**config.mk**
```make
export PLATFORM = sky130hd
export DESIGN_NAME = msq_sequencer
export DESIGN_NICKNAME = d
export VERILOG_FILES = /design/src/include/msq_pkg.sv /design/src/verilog/msq_sequencer.sv
export VERILOG_INCLUDE_DIRS = /design/src /design/src/include
export SDC_FILE = /design/constraint.sdc
export NUM_CORES = 1
export LEC_CHECK = 0
export BUFFER_PORTS_ARGS = -buffer_cell sky130_fd_sc_hd__buf_2
export CAP_MARGIN = 30
export CORE_MARGIN = 2
export CORE_UTILIZATION = 40
export DETAILED_ROUTE_END_ITERATION = 16
export PLACE_DENSITY = 0.59
export SETUP_SLACK_MARGIN = 0.4
export SLEW_MARGIN = 15
export SYNTH_ARGS = -nofsm -noshare
export SYNTH_HDL_FRONTEND = slang
export SYNTH_SLANG_ARGS = --single-unit
```
**constraint.sdc**
```tcl
create_clock -name mclk -period 4.07 [get_ports mclk]
set_clock_uncertainty 0.05 [all_clocks]
set_input_delay 0.407 -clock mclk [delete_from_list [all_inputs] [get_ports mclk]]
set_output_delay 0.407 -clock mclk [all_outputs]
set_load 0.005 [all_outputs]
```
**src/include/msq_consts.svh**
```systemverilog
// Constants of the microsequencer: fields, register map and patterns
`ifndef MSQ_CONSTS_SVH
`define MSQ_CONSTS_SVH
`define MSQ_PC_W        12
`define MSQ_RA_W        7
`define MSQ_STACK_D     4
`define MSQ_PC_ZERO     12'h000
`define MSQ_PC_ONE      12'h001
// Instruction word fields
`define MSQ_F_OP        1:0
`define MSQ_F_IND       2
`define MSQ_F_CALL      3
`define MSQ_F_RTN       4
`define MSQ_F_SRC       10:5
`define MSQ_F_MASK      18:11
`define MSQ_F_DEST      30:19
`define MSQ_F_DEST_HI   30:27
`define MSQ_F_PAGE_OFF  27:19
`define MSQ_F_BCOND     12:11
`define MSQ_F_TCOND     30:29
`define MSQ_PAGE_HI     11:9
// Panel switch patterns, switch 0 in the high bit
`define MSQ_PAT_WDATA   4'hb
`define MSQ_PAT_ASET    3'h5
`define MSQ_PAT_CMPB    3'h6
// Register map, byte addresses
`define MSQ_A_CTRL      8'h00
`define MSQ_A_STOP      8'h04
`define MSQ_A_BRHI      8'h08
`define MSQ_A_STATUS    8'h0c
`define MSQ_A_COND      8'h10
`define MSQ_A_INSTR     8'h14
`define MSQ_A_W         8
// Control register bits
`define MSQ_C_HALT      0
`define MSQ_C_SCAN      1
`define MSQ_C_CLRINH    2
`define MSQ_C_CLRCMP    3
`define MSQ_RESP_OKAY   2'h0
`define MSQ_RESP_SLVERR 2'h2
`endif

```
**src/include/msq_pkg.sv**
```systemverilog
// Types shared by the microsequencer
package msq_pkg;
  typedef enum logic [1:0] {
    OP_BRANCH, OP_COND, OP_TEST, OP_ALU
  } msq_op_t;
  typedef enum logic [1:0] {
    BC_ALL_ZERO, BC_CARRY_SET, BC_ANY_ONE, BC_CARRY_CLEAR
  } msq_bcond_t;
  typedef enum logic [1:0] {
    TC_ALL_ZERO, TC_ALL_ONE, TC_ANY_ONE, TC_ANY_ZERO
  } msq_tcond_t;
  typedef enum logic [2:0] {
    ST_FETCH, ST_LOAD, ST_OPND, ST_OPND2, ST_EXEC
  } msq_state_t;
endpackage : msq_pkg

```
**src/verilog/msq_sequencer.sv**
```systemverilog
// Microprogram sequencer with maintenance panel paths and AXI4-Lite slave
//
// The AXI4-Lite register port and the placing of the registers were chosen for this implementation.
`timescale 1ns/100ps
`include "msq_consts.svh"

module msq_sequencer (
  input  wire logic                    mclk,
  input  wire logic                    srst,
  input  wire logic [7:0]              panelSwitch,
  input  wire logic                    panelControlSwitch,
  input  wire logic                    startStopSetSwitch,
  output logic [`MSQ_PC_W-1:0]         csAddr,
  input  wire logic [31:0]             csData,
  output logic [`MSQ_RA_W-1:0]         registerAddressLine,
  input  wire logic [7:0]              regRdData,
  output logic [7:0]                   outDataBus,
  output logic                         stealCycle,
  output logic                         fetchTiming,
  output logic                         branchCycle,
  output logic                         processorHalt,
  output logic                         inhibitInstructionWrite,
  input  wire logic                    condLoad,
  input  wire logic [7:0]              condData,
  input  wire logic                    carryIn,
  input  wire logic [`MSQ_A_W-1:0]     awaddr,
  input  wire logic                    awvalid,
  output logic                         awready,
  input  wire logic [31:0]             wdata,
  input  wire logic [3:0]              wstrb,
  input  wire logic                    wvalid,
  output logic                         wready,
  output logic [1:0]                   bresp,
  output logic                         bvalid,
  input  wire logic                    bready,
  input  wire logic [`MSQ_A_W-1:0]     araddr,
  input  wire logic                    arvalid,
  output logic                         arready,
  output logic [31:0]                  rdata,
  output logic [1:0]                   rresp,
  output logic                         rvalid,
  input  wire logic                    rready
);

  logic [7:0]               swMeta;
  logic [7:0]               swSync;
  logic [2:0]               ctlSr;
  logic [2:0]               setSr;
  logic [7:0]               switchVal;
  logic                     ctlPulse;
  logic                     setPulse;
  logic                     writeDataMode_reg;
  logic                     addressSetMode_reg;
  logic                     highOrderInputFlag_reg;
  logic                     cmpBranchEn_reg;
  logic                     panelFetch_reg;
  logic [7:0]               panelWriteData_reg;
  logic [3:0]               panelAddressLatch_reg;
  logic                     anyMode;
  logic                     haltReq_reg;
  logic                     storeScanBit_reg;
  logic [`MSQ_PC_W-1:0]     stopAddress_reg;
  logic [3:0]               branchHigh_reg;
  logic                     scanValid_reg;
  logic                     parityErr;
  logic                     clrInhibit;
  logic                     clrCmp;
  logic [`MSQ_PC_W-1:0]     pc_reg;
  logic [31:0]              instructionRegister_reg;
  logic [7:0]               operand_reg;
  logic [7:0]               conditionRegister_reg;
  logic                     carryFlag_reg;
  logic [`MSQ_PC_W-1:0]     stack_reg [`MSQ_STACK_D];
  msq_pkg::msq_state_t      state_reg;
  msq_pkg::msq_op_t         op;
  logic                     isInd;
  logic                     isCall;
  logic                     isRtn;
  logic [7:0]               masked;
  logic                     condOk;
  logic                     taken;
  logic [`MSQ_PC_W-1:0]     seqPc;
  logic [`MSQ_PC_W-1:0]     target;
  logic [`MSQ_PC_W-1:0]     pc_next;
  logic                     push;
  logic                     pop;
  logic                     awHave_reg;
  logic                     wHave_reg;
  logic [`MSQ_A_W-1:0]      awAddr_reg;
  logic [31:0]              wData_reg;
  logic [3:0]               wStrb_reg;
  logic                     doWrite;
  logic                     ctrlWr;
  logic [31:0]              readMux;
  logic                     readHit;

  // Pins from the panel cross into mclk through two flops each
  always_ff @(posedge mclk) begin
    if (srst) begin
      swMeta <= 8'h00;
      swSync <= 8'h00;
      ctlSr  <= 3'h0;
      setSr  <= 3'h0;
    end else begin
      swMeta <= panelSwitch;
      swSync <= swMeta;
      ctlSr  <= {ctlSr[1:0], panelControlSwitch};
      setSr  <= {setSr[1:0], startStopSetSwitch};
    end
  end

  // Switch 0 becomes the most significant bit
  genvar gi;
  generate
    for (gi = 0; gi < 8; gi++) begin : g_rev
      assign switchVal[7-gi] = swSync[gi];
    end
  endgenerate

  assign ctlPulse = ctlSr[1] & ~ctlSr[2];
  assign setPulse = setSr[1] & ~setSr[2];
  assign anyMode  = writeDataMode_reg | addressSetMode_reg;

  // Panel input modes
  always_ff @(posedge mclk) begin
    if (srst) begin
      writeDataMode_reg      <= 1'b0;
      addressSetMode_reg     <= 1'b0;
      highOrderInputFlag_reg <= 1'b0;
      panelWriteData_reg     <= 8'h00;
      panelAddressLatch_reg  <= 4'h0;
    end else if (ctlPulse) begin
      if (switchVal[7:4] == `MSQ_PAT_WDATA) begin
        writeDataMode_reg <= 1'b1;
      end else if (switchVal[7:5] == `MSQ_PAT_ASET) begin
        addressSetMode_reg     <= 1'b1;
        highOrderInputFlag_reg <= 1'b1;
      end
    end else if (setPulse) begin
      if (writeDataMode_reg) begin
        panelWriteData_reg <= switchVal;
        writeDataMode_reg  <= 1'b0;
      end else if (addressSetMode_reg && highOrderInputFlag_reg) begin
        panelAddressLatch_reg  <= switchVal[7:4];
        highOrderInputFlag_reg <= 1'b0;
      end else if (addressSetMode_reg) begin
        addressSetMode_reg <= 1'b0;
      end
    end
  end

  // Compare-branch arming; software may disarm it
  always_ff @(posedge mclk) begin
    if (srst) begin
      cmpBranchEn_reg <= 1'b0;
    end else if (ctlPulse && switchVal[7:4] != `MSQ_PAT_WDATA
                 && switchVal[7:5] == `MSQ_PAT_CMPB) begin
      cmpBranchEn_reg <= 1'b1;
    end else if (clrCmp) begin
      cmpBranchEn_reg <= 1'b0;
    end
  end

  // Register write and display while halted
  always_ff @(posedge mclk) begin
    if (srst) begin
      stealCycle <= 1'b0;
      outDataBus <= 8'h00;
    end else begin
      stealCycle <= processorHalt & setPulse & ~anyMode;
      outDataBus <= processorHalt ? panelWriteData_reg : 8'h00;
    end
  end

  // Parity is odd over the whole word, parity bit included
  assign parityErr = scanValid_reg & ~(^csData);

  // Halt and inhibit; a parity error beats a clear in the same cycle
  always_ff @(posedge mclk) begin
    if (srst) begin
      inhibitInstructionWrite <= 1'b0;
      processorHalt           <= 1'b0;
    end else begin
      if (parityErr) begin
        inhibitInstructionWrite <= 1'b1;
      end else if (clrInhibit) begin
        inhibitInstructionWrite <= 1'b0;
      end
      processorHalt <= haltReq_reg | inhibitInstructionWrite | parityErr;
    end
  end

  // Decode of the word in the instruction register
  assign op     = msq_pkg::msq_op_t'(instructionRegister_reg[`MSQ_F_OP]);
  assign isInd  = instructionRegister_reg[`MSQ_F_IND];
  assign isCall = instructionRegister_reg[`MSQ_F_CALL];
  assign isRtn  = instructionRegister_reg[`MSQ_F_RTN];
  assign masked = operand_reg & instructionRegister_reg[`MSQ_F_MASK];
  assign seqPc  = pc_reg + `MSQ_PC_ONE;

  always_comb begin
    condOk = 1'b0;
    target = instructionRegister_reg[`MSQ_F_DEST];
    unique case (op)
      msq_pkg::OP_BRANCH: begin
        condOk = 1'b1;
        if (isInd) begin
          target = {instructionRegister_reg[`MSQ_F_DEST_HI], operand_reg};
        end
      end
      msq_pkg::OP_COND: begin
        unique case (msq_pkg::msq_bcond_t'(
                     instructionRegister_reg[`MSQ_F_BCOND]))
          msq_pkg::BC_ALL_ZERO:    condOk = conditionRegister_reg == 8'h00;
          msq_pkg::BC_CARRY_SET:   condOk = carryFlag_reg;
          msq_pkg::BC_ANY_ONE:     condOk = |conditionRegister_reg;
          msq_pkg::BC_CARRY_CLEAR: condOk = ~carryFlag_reg;
        endcase
        if (isInd) begin
          target = {instructionRegister_reg[`MSQ_F_DEST_HI], operand_reg};
        end
      end
      msq_pkg::OP_TEST: begin
        unique case (msq_pkg::msq_tcond_t'(
                     instructionRegister_reg[`MSQ_F_TCOND]))
          msq_pkg::TC_ALL_ZERO: condOk = masked == 8'h00;
          msq_pkg::TC_ALL_ONE:  condOk =
            masked == instructionRegister_reg[`MSQ_F_MASK];
          msq_pkg::TC_ANY_ONE:  condOk = |masked;
          msq_pkg::TC_ANY_ZERO: condOk =
            masked != instructionRegister_reg[`MSQ_F_MASK];
        endcase
        target = {pc_reg[`MSQ_PAGE_HI],
                  instructionRegister_reg[`MSQ_F_PAGE_OFF]};
      end
      msq_pkg::OP_ALU: begin
        condOk = 1'b0;
      end
    endcase
  end

  // Next address; a taken branch outranks a return, which applies whenever no branch is taken
  always_comb begin
    taken   = condOk & (op != msq_pkg::OP_ALU);
    push    = taken & isCall;
    pop     = isRtn & ~taken;
    pc_next = seqPc;
    if (taken) begin
      pc_next = target;
    end else if (isRtn) begin
      pc_next = stack_reg[0];
    end
  end

  // Return stack, four deep; overflow drops the oldest entry
  generate
    for (gi = 0; gi < `MSQ_STACK_D; gi++) begin : g_stack
      always_ff @(posedge mclk) begin
        if (srst) begin
          stack_reg[gi] <= `MSQ_PC_ZERO;
        end else if (state_reg == msq_pkg::ST_EXEC && push) begin
          stack_reg[gi] <= (gi == 0) ? seqPc : stack_reg[(gi == 0) ? 0 : gi-1];
        end else if (state_reg == msq_pkg::ST_EXEC && pop) begin
          stack_reg[gi] <= (gi == `MSQ_STACK_D-1) ? `MSQ_PC_ZERO
                           : stack_reg[(gi == `MSQ_STACK_D-1) ? gi : gi+1];
        end
      end
    end
  endgenerate

  // Condition register: test-bit calls own it during their execute cycle
  always_ff @(posedge mclk) begin
    if (srst) begin
      conditionRegister_reg <= 8'h00;
      carryFlag_reg         <= 1'b0;
    end else if (state_reg == msq_pkg::ST_EXEC && op == msq_pkg::OP_TEST
                 && isCall) begin
      conditionRegister_reg <= masked;
    end else if (condLoad) begin
      conditionRegister_reg <= condData;
      carryFlag_reg         <= carryIn;
    end
  end

  // Sequencer state machine, scan and panel address set
  always_ff @(posedge mclk) begin
    if (srst) begin
      state_reg               <= msq_pkg::ST_FETCH;
      pc_reg                  <= `MSQ_PC_ZERO;
      csAddr                  <= `MSQ_PC_ZERO;
      instructionRegister_reg <= 32'h0000_0000;
      operand_reg             <= 8'h00;
      registerAddressLine     <= '0;
      fetchTiming             <= 1'b0;
      branchCycle             <= 1'b0;
      scanValid_reg           <= 1'b0;
      panelFetch_reg          <= 1'b0;
    end else begin
      branchCycle   <= 1'b0;
      scanValid_reg <= 1'b0;
      fetchTiming   <= 1'b0;
      if (setPulse && addressSetMode_reg && !highOrderInputFlag_reg) begin
        pc_reg         <= {panelAddressLatch_reg, switchVal};
        csAddr         <= {panelAddressLatch_reg, switchVal};
        panelFetch_reg <= 1'b1;
        state_reg      <= msq_pkg::ST_LOAD;
      end else if (storeScanBit_reg && !processorHalt) begin
        // Data returns one clock after its address, hence the valid flag
        fetchTiming             <= 1'b1;
        csAddr                  <= pc_reg;
        pc_reg                  <= seqPc;
        scanValid_reg           <= 1'b1;
        if (!parityErr) begin
          instructionRegister_reg <= csData;
        end
        state_reg               <= msq_pkg::ST_FETCH;
      end else begin
        unique case (state_reg)
          msq_pkg::ST_FETCH: begin
            if (processorHalt) begin
              registerAddressLine <= swSync[7:1];
            end else begin
              csAddr      <= pc_reg;
              fetchTiming <= 1'b1;
              state_reg   <= msq_pkg::ST_LOAD;
            end
          end
          msq_pkg::ST_LOAD: begin
            instructionRegister_reg <= csData;
            registerAddressLine     <= {1'b0, csData[`MSQ_F_SRC]};
            panelFetch_reg          <= 1'b0;
            state_reg <= panelFetch_reg ? msq_pkg::ST_FETCH
                                        : msq_pkg::ST_OPND;
          end
          msq_pkg::ST_OPND: begin
            operand_reg <= regRdData;
            if (op == msq_pkg::OP_TEST && isInd) begin
              registerAddressLine <= regRdData[`MSQ_RA_W-1:0];
              state_reg           <= msq_pkg::ST_OPND2;
            end else begin
              state_reg <= msq_pkg::ST_EXEC;
            end
          end
          msq_pkg::ST_OPND2: begin
            operand_reg <= regRdData;
            state_reg   <= msq_pkg::ST_EXEC;
          end
          msq_pkg::ST_EXEC: begin
            if (cmpBranchEn_reg && pc_next == stopAddress_reg) begin
              pc_reg      <= {branchHigh_reg, switchVal};
              branchCycle <= 1'b1;
            end else begin
              pc_reg <= pc_next;
            end
            state_reg <= msq_pkg::ST_FETCH;
          end
        endcase
      end
    end
  end

  // AXI4-Lite write side: address and data taken in either order
  assign doWrite    = awHave_reg & wHave_reg & ~bvalid;
  assign ctrlWr     = doWrite & (awAddr_reg == `MSQ_A_CTRL) & wStrb_reg[0];
  assign clrInhibit = ctrlWr & wData_reg[`MSQ_C_CLRINH];
  assign clrCmp     = ctrlWr & wData_reg[`MSQ_C_CLRCMP];

  always_ff @(posedge mclk) begin
    if (srst) begin
      awready    <= 1'b1;
      wready     <= 1'b1;
      awHave_reg <= 1'b0;
      wHave_reg  <= 1'b0;
      awAddr_reg <= '0;
      wData_reg  <= 32'h0000_0000;
      wStrb_reg  <= 4'h0;
      bvalid     <= 1'b0;
      bresp      <= `MSQ_RESP_OKAY;
    end else begin
      if (awvalid && awready) begin
        awAddr_reg <= awaddr;
        awHave_reg <= 1'b1;
        awready    <= 1'b0;
      end
      if (wvalid && wready) begin
        wData_reg <= wdata;
        wStrb_reg <= wstrb;
        wHave_reg <= 1'b1;
        wready    <= 1'b0;
      end
      if (doWrite) begin
        awHave_reg <= 1'b0;
        wHave_reg  <= 1'b0;
        bvalid     <= 1'b1;
        bresp      <= (awAddr_reg == `MSQ_A_CTRL ||
                       awAddr_reg == `MSQ_A_STOP ||
                       awAddr_reg == `MSQ_A_BRHI) ? `MSQ_RESP_OKAY
                                                  : `MSQ_RESP_SLVERR;
      end
      if (bvalid && bready) begin
        bvalid  <= 1'b0;
        awready <= 1'b1;
        wready  <= 1'b1;
      end
    end
  end

  // Writable registers
  always_ff @(posedge mclk) begin
    if (srst) begin
      haltReq_reg      <= 1'b0;
      storeScanBit_reg <= 1'b0;
      stopAddress_reg  <= `MSQ_PC_ZERO;
      branchHigh_reg   <= 4'h0;
    end else if (doWrite) begin
      if (ctrlWr) begin
        haltReq_reg      <= wData_reg[`MSQ_C_HALT];
        storeScanBit_reg <= wData_reg[`MSQ_C_SCAN];
      end
      if (awAddr_reg == `MSQ_A_STOP) begin
        if (wStrb_reg[0]) stopAddress_reg[7:0] <= wData_reg[7:0];
        if (wStrb_reg[1]) stopAddress_reg[11:8] <= wData_reg[11:8];
      end
      if (awAddr_reg == `MSQ_A_BRHI && wStrb_reg[0]) begin
        branchHigh_reg <= wData_reg[3:0];
      end
    end
  end

  // AXI4-Lite read side; unmapped reads return zero with SLVERR
  always_comb begin
    readHit = 1'b1;
    readMux = 32'h0000_0000;
    unique case (araddr)
      `MSQ_A_CTRL:   readMux = {30'h0, storeScanBit_reg, haltReq_reg};
      `MSQ_A_STOP:   readMux = {20'h0, stopAddress_reg};
      `MSQ_A_BRHI:   readMux = {28'h0, branchHigh_reg};
      `MSQ_A_STATUS: readMux = {3'h0, state_reg, cmpBranchEn_reg,
                                highOrderInputFlag_reg, addressSetMode_reg,
                                writeDataMode_reg, inhibitInstructionWrite,
                                processorHalt, panelWriteData_reg, pc_reg};
      `MSQ_A_COND:   readMux = {23'h0, carryFlag_reg, conditionRegister_reg};
      `MSQ_A_INSTR:  readMux = instructionRegister_reg;
      default:       readHit = 1'b0;
    endcase
  end

  always_ff @(posedge mclk) begin
    if (srst) begin
      arready <= 1'b1;
      rvalid  <= 1'b0;
      rdata   <= 32'h0000_0000;
      rresp   <= `MSQ_RESP_OKAY;
    end else if (arvalid && arready) begin
      arready <= 1'b0;
      rvalid  <= 1'b1;
      rdata   <= readMux;
      rresp   <= readHit ? `MSQ_RESP_OKAY : `MSQ_RESP_SLVERR;
    end else if (rvalid && rready) begin
      rvalid  <= 1'b0;
      arready <= 1'b1;
    end
  end

endmodule : msq_sequencer

```
==> impl_metrics.sql, run 1 <==
INSERT INTO impl_metrics (metric_group, metric, value, unit) VALUES
('status', 'run_status', 'complete, no violations', ''),
('sta', 'finalSetupViolCount', '0', ''),
('power_and_ir_drop', 'total_leakage_power', '5.934', 'nW'),
('placement', 'placement.io_buffers', '167', ''),
('grt', 'gr-total-overflow', '0', ''),
('clock_tree', 'clk_path_buf_depth', '3', ''),
('grt', 'globalRouteTotalUtil', '0.2350', ''),
('yosys', 'async_flop_share', '0', ''),
('sta', 'post-route-min-period', '3.482', 'ns'),
('die', 'design.die.area', '30860', 'µm²'),
('yosys', 'syn_area_per_cell', '9.401', 'µm²'),
('placement', 'place_area', '13010', 'µm²'),
('clock_tree', 'cts_tree', 'yes', ''),
('run', 'max_cap_violations', '0', ''),
('clock_tree', 'clock_root_buffer_master', 'clkbuf_16', ''),
('clock_tree', 'clk_pin_slew', '0.06', 'ns'),
('worst_setup_path', 'worst_ep_arrival_time', '3.87', 'ns'),
('worst_setup_path', 'worst_path_max_delay_cell', 'dfxtp_1', ''),
('yosys', 'yosys_warnings', '0', ''),
('sta', 'grt_setup_unrepaired', 'no', ''),
('sta', 'final.period_utilization', '0.8554', ''),
('yosys', 'synth_cell_type_count', '60', ''),
('worst_setup_path', 'max_stage_delay', '0.36', 'ns'),
('drt', 'post-route-drc-count', '0', ''),
('placement', 'gp_congestion', '0.9387', ''),
('die', 'die_y', '175.7', 'µm'),
('worst_setup_path', 'timing.setup.critical_path_class', 'reg -> reg', ''),
('drt', 'vias', '9893', ''),
('power_and_ir_drop', 'worst_ir_drop_vdd', '0.4236', 'mV'),
('worst_setup_path', 'critPathRequiredTime', '4.45', 'ns'),
('drt', 'ant_nets', '0', ''),
('worst_setup_path', 'cpLargestDelayFamily', 'compound AO/OA/AOI/OAI gates', ''),
('die', 'die_w', '175.7', 'µm'),
('clock_tree', 'cts_buffers', '30', ''),
('worst_setup_path', 'cp-end-kind', 'flip-flop', ''),
('die', 'placement_rows', '62', ''),
('grt', 'first_global_vias', '9434', ''),
('layout', 'layout_commonest_cell', 'dfxtp_1', ''),
('clock_tree', 'htree_levels', '1', ''),
('sta', 'drv_slew', '0', ''),
('drt', 'drt-vias-per-instance', '5.478', ''),
('layout', 'final_nets', '1517', ''),
('sta', 'final-hold-violation-count', '0', ''),
('worst_setup_path', 'cp_cell_sequence', 'nor2b_1, a2111oi_2, o2111a_1, o41a_1, and3_1, buf_8, mux2i_1, xnor2_1, nand4_1, nor4_4, buf_4, nor4_1, a211o_1', ''),
('die', 'placeableCoreArea', '28860', 'µm²'),
('clock_tree', 'clock_insertion_delay_worst_skew', '0.56', 'ns'),
('sta', 'max_clock_freq', '0.2872', 'GHz'),
('drt', 'final_wirelength', '37.00', 'mm'),
('worst_setup_path', 'cp-start-kind', 'flip-flop', ''),
('drt', 'routed_wire_length_per_instance', '20.49', 'µm'),
('yosys', 'synth_top_cells_by_area', 'dfxtp_1 (37%), edfxtp_1 (12%), mux2i_1 (9.9%), nor2_1 (6.3%), a21oi_1 (4.6%)', ''),
('layout', 'layout.cell_area.non_filler', '14110', 'µm²'),
('layout', 'largest_reg_flops', '48', ''),
('drt', 'drt_iter0_drc', '864', ''),
('yosys', 'synth_enable_flop_cells', '48', ''),
('drt', 'first_pass_iters', '5', ''),
('hold_path', 'min-delay-path-class', 'in -> reg', ''),
('layout', 'layout-drive-gt1-share', '0.1865', ''),
('die', 'initial_utilization', '0.4085', ''),
('worst_setup_path', 'worst_path_maximum_fanout', '15', ''),
('yosys', 'synthCells', '1254', ''),
('placement', 'dp.final_hpwl', '26.78', 'mm'),
('layout', 'mostFrequentLayoutCells', 'dfxtp_1 (216), nor2_1 (198), buf_2 (167)', ''),
('yosys', 'syn-cell-area', '11790', 'µm²'),
('power_and_ir_drop', 'powerDensity', '463.9', 'nW/µm²'),
('sta', 'final.setup.tns', '0', 'ns'),
('yosys', 'synth_sequential_area_ratio', '0.4908', ''),
('clock_tree', 'count_of_hold_buffers_inserted_by_post_cts_repair', '0', ''),
('yosys', 'synth_top_cell_area_share', '0.3685', ''),
('sta', 'tightest_slew', '0.9499', 'ns'),
('worst_setup_path', 'worst-path-buf-inv', '2', ''),
('yosys', 'synthDominantAreaCellType', 'dfxtp_1', ''),
('grt', 'grt_start_max_net_pins', '101', ''),
('grt', 'antenna_violations_before_repair', '2', ''),
('yosys', 'yosys_most_used_dff', 'dfxtp_1', ''),
('clock_tree', 'clock_sink_count', '265', ''),
('sta', 'hold_ws', '0.02090', 'ns'),
('die', 'pin_count', '192', ''),
('layout', 'area.growth.synth_to_final', '19.70', '%'),
('sta', 'max-slew-margin-rel', '0.3644', ''),
('yosys', 'ys_seq_elements', '265', ''),
('grt', 'grt_pass1_wl', '56.08', 'mm');
-- worst paths after layout --
check	cells past startpoint	startpoint	slack [ns]	end
max	13	instructionRegister_reg[18]	0.59	pc_reg[8]
min	2	startStopSetSwitch	0.02	setSr[0]
max reg2reg	13	instructionRegister_reg[18]	0.59	pc_reg[8]
min reg2reg	1	swMeta[1]	0.38	swSync[1]
-- layer usage --
metal	up-vias	track usage	share of wire
met1	4671	0.3204	0.44
met4	2	0.07025	0.031
met5	-	0	0.00019
met2	385	0.3693	0.45
li1	4764	-	-
met3	71	0.05758	0.086
-- cell type report --
class                           instances  area (µm²)
Clock inverter                         14       183.9
Clock buffer                           42       868.3
Fill cell                            2771       14750
Antenna cell                            1       2.502
Inverter                               15       56.30
Multi-Input combinational cell        888        5628
Tap cell                              384       480.5
Timing Repair Buffer                  197        1105
Sequential cell                       265        5787
-- per-stage QoR --
step                instances  setup WS (ns)    util  power [mW]
CTS                      1803         0.5133  0.4872       6.578
finish                   1806         0.5885  0.4890       6.546
global placement         1746         0.5916  0.4505       3.726
global route             1806         0.4008  0.4890       6.788
floorplan                1255         0.9454       -       3.446
detailed placement       1747         0.5315  0.4507       3.734
-- where the power goes --
part           internal (mW)  total [mW]  leakage, nW  switching [mW]
Sequential              2.78        2.93         2.26           0.146
Combinational          0.323       0.771         3.15           0.447
Clock                   1.74        2.85        0.521            1.11
-- timing repair --
item	in CTS	in global routing
endpoints found under the setup margin	0	11
gates resized for setup	0	5
buffers inserted	0	0
-- worst register-to-register path, cell delays in order, from the launching register on --
cell	delay, ns
dfxtp_1	0.36
nor2b_1	0.16
a2111oi_2	0.35
o2111a_1	0.27
o41a_1	0.13
and3_1	0.22
buf_8	0.22
mux2i_1	0.36
xnor2_1	0.19
nand4_1	0.17
nor4_4	0.32
buf_4	0.22
nor4_1	0.07
a211o_1	0.27
-- cell usage after synthesis (all sizes together), types with 12 or more instances --
cell type  count
a211oi        28
nor2         198
buf           13
o22ai         12
inv           14
clkbuf        74
xnor2         43
a22o          37
nand2         92
dfxtp        217
o21ai         14
a22oi         33
nor2b         31
nand3         30
a21oi        108
mux2i        118
edfxtp        48
nand4         12
and2          24
-- logic make-up after synthesis --
family,count (synthesis),synth area share
xor gates and xnor gates,54,0.04012
and+or+nand+nor,444,0.1757
buffers and inverters,102,0.03524
other,1,0.0003181
adders and majority gates,1,0.001061
muxes,123,0.1072
AOI/OAI and AO/OA,264,0.1497
DFF,265,0.4908
Note: power is estimated with default switching activity, not from simulation.
==> run 2, diff against run 1 <==
==> constraint.sdc (replaced) <==
create_clock -name mclk -period 4.07 [get_ports mclk]
set_clock_uncertainty 0.05 [all_clocks]
set_input_delay 0.814 -clock mclk [delete_from_list [all_inputs] [get_ports mclk]]
set_output_delay 0.814 -clock mclk [all_outputs]
set_load 0.005 [all_outputs]
==> run 2 against run 1 <==
Against the previous run:
- power down 2.3%
- die area is the same
- wire length is 0.29% higher
- worst hold slack improved by 0.36 ns
- design area up 0.36%
==> impl_metrics.sql, run 2 (synthesis gave the netlist of run 1 again) <==
INSERT INTO impl_metrics (metric_group, metric, value, unit) VALUES
('drt', 'drt_iter0_drc', '998', ''),
('sta', 'tightest_slew', '0.9543', 'ns'),
('die', 'initial_utilization', '0.4085', ''),
('placement', 'placement.io_buffers', '167', ''),
('sta', 'grt_setup_unrepaired', 'no', ''),
('die', 'die_w', '175.7', 'µm'),
('layout', 'diodes', '0', ''),
('drt', 'post-route-drc-count', '0', ''),
('worst_setup_path', 'cp-end-kind', 'flip-flop', ''),
('sta', 'final-hold-violation-count', '0', ''),
('worst_setup_path', 'r2r.worst_path.cells', '13', ''),
('power_and_ir_drop', 'powerDensity', '451.4', 'nW/µm²'),
('worst_setup_path', 'worst_path_maximum_fanout', '16', ''),
('clock_tree', 'clk_path_buf_depth', '3', ''),
('placement', 'gp_congestion', '0.9490', ''),
('die', 'pin_count', '192', ''),
('layout', 'layout.filler_cells', '2791', ''),
('power_and_ir_drop', 'total_leakage_power', '5.880', 'nW'),
('die', 'placeableCoreArea', '28860', 'µm²'),
('layout', 'layout_commonest_cell', 'dfxtp_1', ''),
('layout', 'area.growth.synth_to_final', '20.12', '%'),
('worst_setup_path', 'timing.critical_path.from', 'pc_reg[1]', ''),
('clock_tree', 'clock_insertion_delay_worst_skew', '0.54', 'ns'),
('drt', 'drt-vias-per-instance', '5.528', ''),
('layout', 'layout-drive-gt1-share', '0.1938', ''),
('status', 'run_status', 'complete, no violations', ''),
('sta', 'drv_slew', '0', ''),
('grt', 'globalRouteTotalUtil', '0.2326', ''),
('worst_setup_path', 'timing.critical_path.depth', '13', ''),
('die', 'die_y', '175.7', 'µm'),
('power_and_ir_drop', 'worst_ir_drop_vdd', '0.3026', 'mV'),
('grt', 'gr-total-overflow', '0', ''),
('sta', 'max_clock_freq', '0.2859', 'GHz'),
('clock_tree', 'clock_sink_count', '265', ''),
('worst_setup_path', 'r2r_start', 'pc_reg[1]', ''),
('worst_setup_path', 'setup.worst_path.end', 'pc_reg[8]', ''),
('layout', 'largest_reg_flops', '48', ''),
('clock_tree', 'clk_pin_slew', '0.06', 'ns'),
('worst_setup_path', 'critPathRequiredTime', '4.45', 'ns'),
('layout', 'final_nets', '1522', ''),
('grt', 'first_global_vias', '9127', ''),
('sta', 'final.period_utilization', '0.8593', ''),
('sta', 'post-route-min-period', '3.497', 'ns'),
('worst_setup_path', 'cp_cell_sequence', 'ha_1, and3_1, and3_1, nand3_1, xnor2_1, mux2i_1, mux2i_2, xnor2_1, nand3_1, nor4_4, buf_6, nor4_1, a211o_1', ''),
('hold_path', 'min_delay_path_depth', '1', ''),
('sta', 'finalSetupViolCount', '0', ''),
('die', 'design.die.area', '30860', 'µm²'),
('clock_tree', 'clock_root_buffer_master', 'clkbuf_16', ''),
('clock_tree', 'cts_tree', 'yes', ''),
('sta', 'final.setup.tns', '0', 'ns'),
('worst_setup_path', 'cpLargestDelayFamily', 'simple AND/OR/NAND/NOR gates', ''),
('run', 'max_cap_violations', '0', ''),
('drt', 'ant_nets', '0', ''),
('clock_tree', 'cts_buffers', '29', ''),
('worst_setup_path', 'worst_path_max_delay_cell', 'dfxtp_2', ''),
('worst_setup_path', 'worst_ep_arrival_time', '3.88', 'ns'),
('clock_tree', 'htree_levels', '1', ''),
('grt', 'grt_start_max_net_pins', '91', ''),
('layout', 'mostFrequentLayoutCells', 'dfxtp_1 (216), nor2_1 (198), buf_2 (166)', ''),
('sta', 'max-slew-margin-rel', '0.3614', ''),
('worst_setup_path', 'reg_to_reg_end', 'pc_reg[8]', ''),
('worst_setup_path', 'timing.setup.critical_path_class', 'reg -> reg', ''),
('worst_setup_path', 'ff2ff_setup_slack', '0.57', 'ns'),
('power_and_ir_drop', 'design_power_total', '6.393', 'mW'),
('worst_setup_path', 'worst-path-buf-inv', '1', ''),
('die', 'placement_rows', '62', ''),
('grt', 'grt_pass1_wl', '55.66', 'mm'),
('drt', 'first_pass_iters', '5', ''),
('drt', 'vias', '9994', ''),
('worst_setup_path', 'max_stage_delay', '0.42', 'ns'),
('placement', 'dp.final_hpwl', '26.80', 'mm'),
('hold_path', 'min-delay-path-class', 'reg -> reg', ''),
('drt', 'final_wirelength', '37.10', 'mm'),
('worst_setup_path', 'cp-start-kind', 'flip-flop', ''),
('drt', 'routed_wire_length_per_instance', '20.52', 'µm'),
('grt', 'antenna_violations_before_repair', '1', '');
[run 2: area by class of cell]
cell class                      instances  area (µm²)  share of cell area
Clock buffer                           37       795.8             0.05619
Clock inverter                         16       166.4             0.01175
Inverter                               15       56.30            0.003976
Multi-Input combinational cell        888        5714              0.4035
Sequential cell                       265        5787              0.4086
Tap cell                              384       480.5             0.03393
Timing Repair Buffer                  203        1161             0.08199
[run 2: where the power goes]
group	switching, mW	leakage (nW)	internal (mW)
combinational	0.471	3.15	0.346
sequential	0.137	2.26	2.78
clock	1.09	0.465	1.57
total	1.69	5.88	4.70
[run 2: worst reg2reg max path, stage by stage (launching register included)]
cell and delay (ns):
dfxtp_2 0.42, ha_1 0.22, and3_1 0.20, and3_1 0.24
nand3_1 0.12, xnor2_1 0.32, mux2i_1 0.24, mux2i_2 0.33
xnor2_1 0.19, nand3_1 0.16, nor4_4 0.36, buf_6 0.21
nor4_1 0.06, a211o_1 0.27
[run 2: worst min path at each step]
| stage | startpoint | to | slack, ns |
|---|---|---|---|
| 2_1_floorplan | ctlSr[0] | ctlSr[1] | 0.36 |
| 3_3_place_gp | swMeta[2] | swSync[2] | 0.38 |
| 3_5_place_dp | swMeta[2] | swSync[2] | 0.37 |
| 4_1_cts | swMeta[2] | swSync[2] | 0.39 |
| 5_1_grt | swMeta[3] | swSync[3] | 0.41 |
| 6_report | setSr[0] | setSr[1] | 0.38 |
[run 2: metal layers]
layer	vias up	global-route usage	wire length (µm)	part of all wire
li1	4761	-	-	-
met1	4778	0.3315	16860	0.45
met2	381	0.3617	16500	0.44
met3	72	0.04372	2661	0.072
met4	2	0.06267	1071	0.029
met5	-	0	13	0.00035
[run 2: what timing repair did]
| item | in CTS | in global routing |
|---|---|---|
| gates resized for setup | 0 | 22 |
| buffers inserted | 0 | 1 |
| hold buffers | 0 | 0 |
| setup endpoints to repair | 0 | 12 |
[run 2: per-stage QoR]
| step | setup WS [ns] | cells | util | cell area (µm²) | hold slack [ns] |
|---|---|---|---|---|---|
| 2_1_floorplan | 0.9454 | 1255 | - | 11800 | 0.3638 |
| 3_3_place_gp | 0.4733 | 1750 | 0.4515 | 13030 | 0.3759 |
| 3_5_place_dp | 0.4796 | 1752 | 0.4520 | 13050 | 0.3731 |
| 4_1_cts | 0.4508 | 1805 | 0.4854 | 14010 | 0.3877 |
| 5_1_grt | 0.4069 | 1808 | 0.4907 | 14160 | 0.4110 |
| 6_report | 0.5726 | 1808 | 0.4907 | 14160 | 0.3842 |
==> run 3, diff against run 2 <==
CORE_UTILIZATION = 38   (was 40)
PLACE_DENSITY = 0.57   (was 0.59)
==> run 3 against run 2 <==
Against the previous run:
- combinational power about the same
- setup slack got worse by 0.065 ns
- non-clock buffer count decreased by 1
- power increased by 3.2%
- register-to-register slack got worse by 0.07 ns
- critical endpoint unchanged
- count of clock-buffer cells in the layout increased by 6
- via count increased by 0.94%
- worst hold slack improved by 0.00096 ns
- core utilization decreased by 2.5 points
- final cell count increased by 0.83%
- first-iteration DRC count decreased by 23%
- sequential power about the same
==> impl_metrics.sql, run 3 (synthesis gave the netlist of run 1 again) <==
INSERT INTO impl_metrics (metric_group, metric, value, unit) VALUES
('layout', 'layout_commonest_cell', 'dfxtp_1', ''),
('power_and_ir_drop', 'internal_power', '4.875', 'mW'),
('sta', 'final.period_utilization', '0.8753', ''),
('drt', 'final_wirelength', '37.60', 'mm'),
('grt', 'antenna_violations_before_repair', '2', ''),
('sta', 'final-hold-violation-count', '0', ''),
('die', 'design.die.area', '32450', 'µm²'),
('sta', 'tightest_slew', '0.8188', 'ns'),
('worst_setup_path', 'timing.setup.critical_path_class', 'reg -> reg', ''),
('grt', 'globalRouteTotalUtil', '0.2221', ''),
('placement', 'dp.final_hpwl', '27.00', 'mm'),
('sta', 'max_clock_freq', '0.2807', 'GHz'),
('worst_setup_path', 'max_stage_delay', '0.44', 'ns'),
('die', 'placeableCoreArea', '30590', 'µm²'),
('sta', 'finalSetupViolCount', '0', ''),
('status', 'run_status', 'complete, no violations', ''),
('worst_setup_path', 'reg_to_reg_end', 'pc_reg[8]', ''),
('sta', 'hold_ws', '0.3852', 'ns'),
('hold_path', 'hold_start', 'swMeta[4]', ''),
('power_and_ir_drop', 'share_seq_of_total_power', '0.443', ''),
('placement', 'placed_cells', '1761', ''),
('drt', 'routed_wire_length_per_instance', '20.63', 'µm'),
('worst_setup_path', 'r2r_start', 'operand_reg[7]', ''),
('layout', 'largest_reg_flops', '48', ''),
('die', 'placement_rows', '64', ''),
('run', 'max_cap_violations', '0', ''),
('worst_setup_path', 'cp_cell_sequence', 'nor2b_1, a2111oi_2, o2111a_1, o41a_1, and3_1, buf_12, mux2i_2, xnor2_1, nand4_1, nor4_4, buf_6, nor4_1, a211o_1', ''),
('power_and_ir_drop', 'power.share.switching', '0.2610', ''),
('sta', 'drv_slew', '0', ''),
('layout', 'final_util', '0.4658', ''),
('die', 'pin_count', '192', ''),
('clock_tree', 'clk_path_buf_depth', '3', ''),
('layout', 'layout.filler_cells', '2981', ''),
('drt', 'met3_wirelength', '2.862', 'mm'),
('drt', 'top_signal_layer_used', 'met5', ''),
('power_and_ir_drop', 'worst_ir_drop_vdd', '0.3068', 'mV'),
('clock_tree', 'htree_levels', '1', ''),
('layout', 'area.growth.synth_to_final', '20.86', '%'),
('clock_tree', 'count_of_hold_buffers_inserted_by_post_cts_repair', '0', ''),
('worst_setup_path', 'worst_path_maximum_fanout', '15', ''),
('worst_setup_path', 'setup.worst_path.end', 'pc_reg[8]', ''),
('sta', 'max-slew-margin-rel', '0.4529', ''),
('grt', 'first_global_vias', '9519', ''),
('clock_tree', 'clock_sink_count', '265', ''),
('worst_setup_path', 'r2r.worst_path.cells', '13', ''),
('worst_setup_path', 'ff2ff_setup_slack', '0.51', 'ns'),
('clock_tree', 'clock_root_buffer_master', 'clkbuf_16', ''),
('power_and_ir_drop', 'power_frac_clock', '0.433', ''),
('layout', 'final_nets', '1522', ''),
('clock_tree', 'clk_pin_slew', '0.06', 'ns'),
('layout', 'final-instance-count-excl-fill', '1823', ''),
('grt', 'grt_pass1_wl', '56.68', 'mm'),
('clock_tree', 'clock_insertion_delay_worst_skew', '0.56', 'ns'),
('sta', 'post-route-min-period', '3.563', 'ns'),
('hold_path', 'min-delay-path-class', 'reg -> reg', ''),
('grt', 'gr-total-overflow', '0', ''),
('clock_tree', 'cts_buffers', '30', ''),
('worst_setup_path', 'timing.critical_path.depth', '13', ''),
('die', 'initial_utilization', '0.3854', ''),
('worst_setup_path', 'worst_path_max_delay_cell', 'dfxtp_1', ''),
('power_and_ir_drop', 'netSwitchingPower', '1.721', 'mW'),
('worst_setup_path', 'timing.critical_path.from', 'operand_reg[7]', ''),
('drt', 'drt_iter0_drc', '764', ''),
('layout', 'mostFrequentLayoutCells', 'dfxtp_1 (217), nor2_1 (198), buf_2 (166)', ''),
('drt', 'vias', '10090', ''),
('power_and_ir_drop', 'powerDensity', '463.0', 'nW/µm²'),
('placement', 'placement.io_buffers', '167', ''),
('drt', 'met1_length', '16.63', 'mm'),
('worst_setup_path', 'worst_ep_arrival_time', '3.96', 'ns'),
('layout', 'layout-drive-gt1-share', '0.1942', ''),
('die', 'die_y', '180.1', 'µm'),
('die', 'die_w', '180.1', 'µm'),
('placement', 'gp_congestion', '0.9067', ''),
('power_and_ir_drop', 'design_power_total', '6.596', 'mW'),
('power_and_ir_drop', 'share_comb_of_total_power', '0.124', ''),
('sta', 'grt_setup_unrepaired', 'no', ''),
('power_and_ir_drop', 'total_leakage_power', '5.928', 'nW'),
('drt', 'post-route-drc-count', '0', ''),
('drt', 'first_pass_iters', '5', ''),
('worst_setup_path', 'cp-end-kind', 'flip-flop', ''),
('worst_setup_path', 'critPathRequiredTime', '4.47', 'ns'),
('worst_setup_path', 'cp-start-kind', 'flip-flop', ''),
('clock_tree', 'cts_tree', 'yes', ''),
('grt', 'grt_start_max_net_pins', '92', ''),
('drt', 'wl_met2', '16.59', 'mm'),
('drt', 'ant_nets', '0', ''),
('drt', 'drt-vias-per-instance', '5.534', ''),
('worst_setup_path', 'worst-path-buf-inv', '2', ''),
('worst_setup_path', 'cpLargestDelayFamily', 'compound AO/OA/AOI/OAI gates', ''),
('sta', 'final.setup.tns', '0', 'ns');
-- run 3: layer usage --
layer / up-vias / global-route usage
met1: 4817 / 0.3058
met4: 2 / 0.09065
met2: 412 / 0.3439
met3: 90 / 0.04163
met5: - / 0
li1: 4767 / -
-- run 3: layout make-up --
cell class	count	area (µm²)	share of cell area
diodes	1	2.502	0.0001756
clock buffers	43	913.4	0.06411
clock inverters	13	147.6	0.01036
inverters	15	56.30	0.003952
multi-input cells	888	5713	0.4010
flip-flops and latches	265	5786	0.4061
well taps	396	495.5	0.03478
repair buffers	202	1134	0.07956
-- run 3: how the worst min path moves through the flow --
stage          slack [ns]         to  cells past startpoint
2_1_floorplan        0.36   ctlSr[1]                      1
3_3_place_gp         0.37  swSync[7]                      1
3_5_place_dp         0.38  swSync[2]                      1
4_1_cts              0.39     wready                      2
5_1_grt              0.40  swSync[4]                      1
6_report             0.39  swSync[4]                      1
-- run 3: power by group through the flow --
stage	combinational [mW]	sequential [mW]	clock (mW)
after floorplan	0.539	2.91	0
after global placement	0.762	2.97	0
after detailed placement	0.770	2.97	0
after CTS	0.775	2.92	2.91
after global routing	0.884	2.93	3.01
final	0.816	2.92	2.86
-- run 3: timing repair --
action,4_1_cts,5_1_grt
cloned,0,1
endpoints found under the hold margin,0,0
setup buffers,0,1
gates resized for setup,1,21
pin swaps,0,1
setup endpoints to repair,4,12
-- run 3: stage by stage --
stage               setup slack, ns  instance area, µm²
floorplan                    0.9454               11800
global placement             0.4124               13020
detailed placement           0.3648               13040
CTS                          0.4369               14100
global route                 0.3554               14250
finish                       0.5074               14250
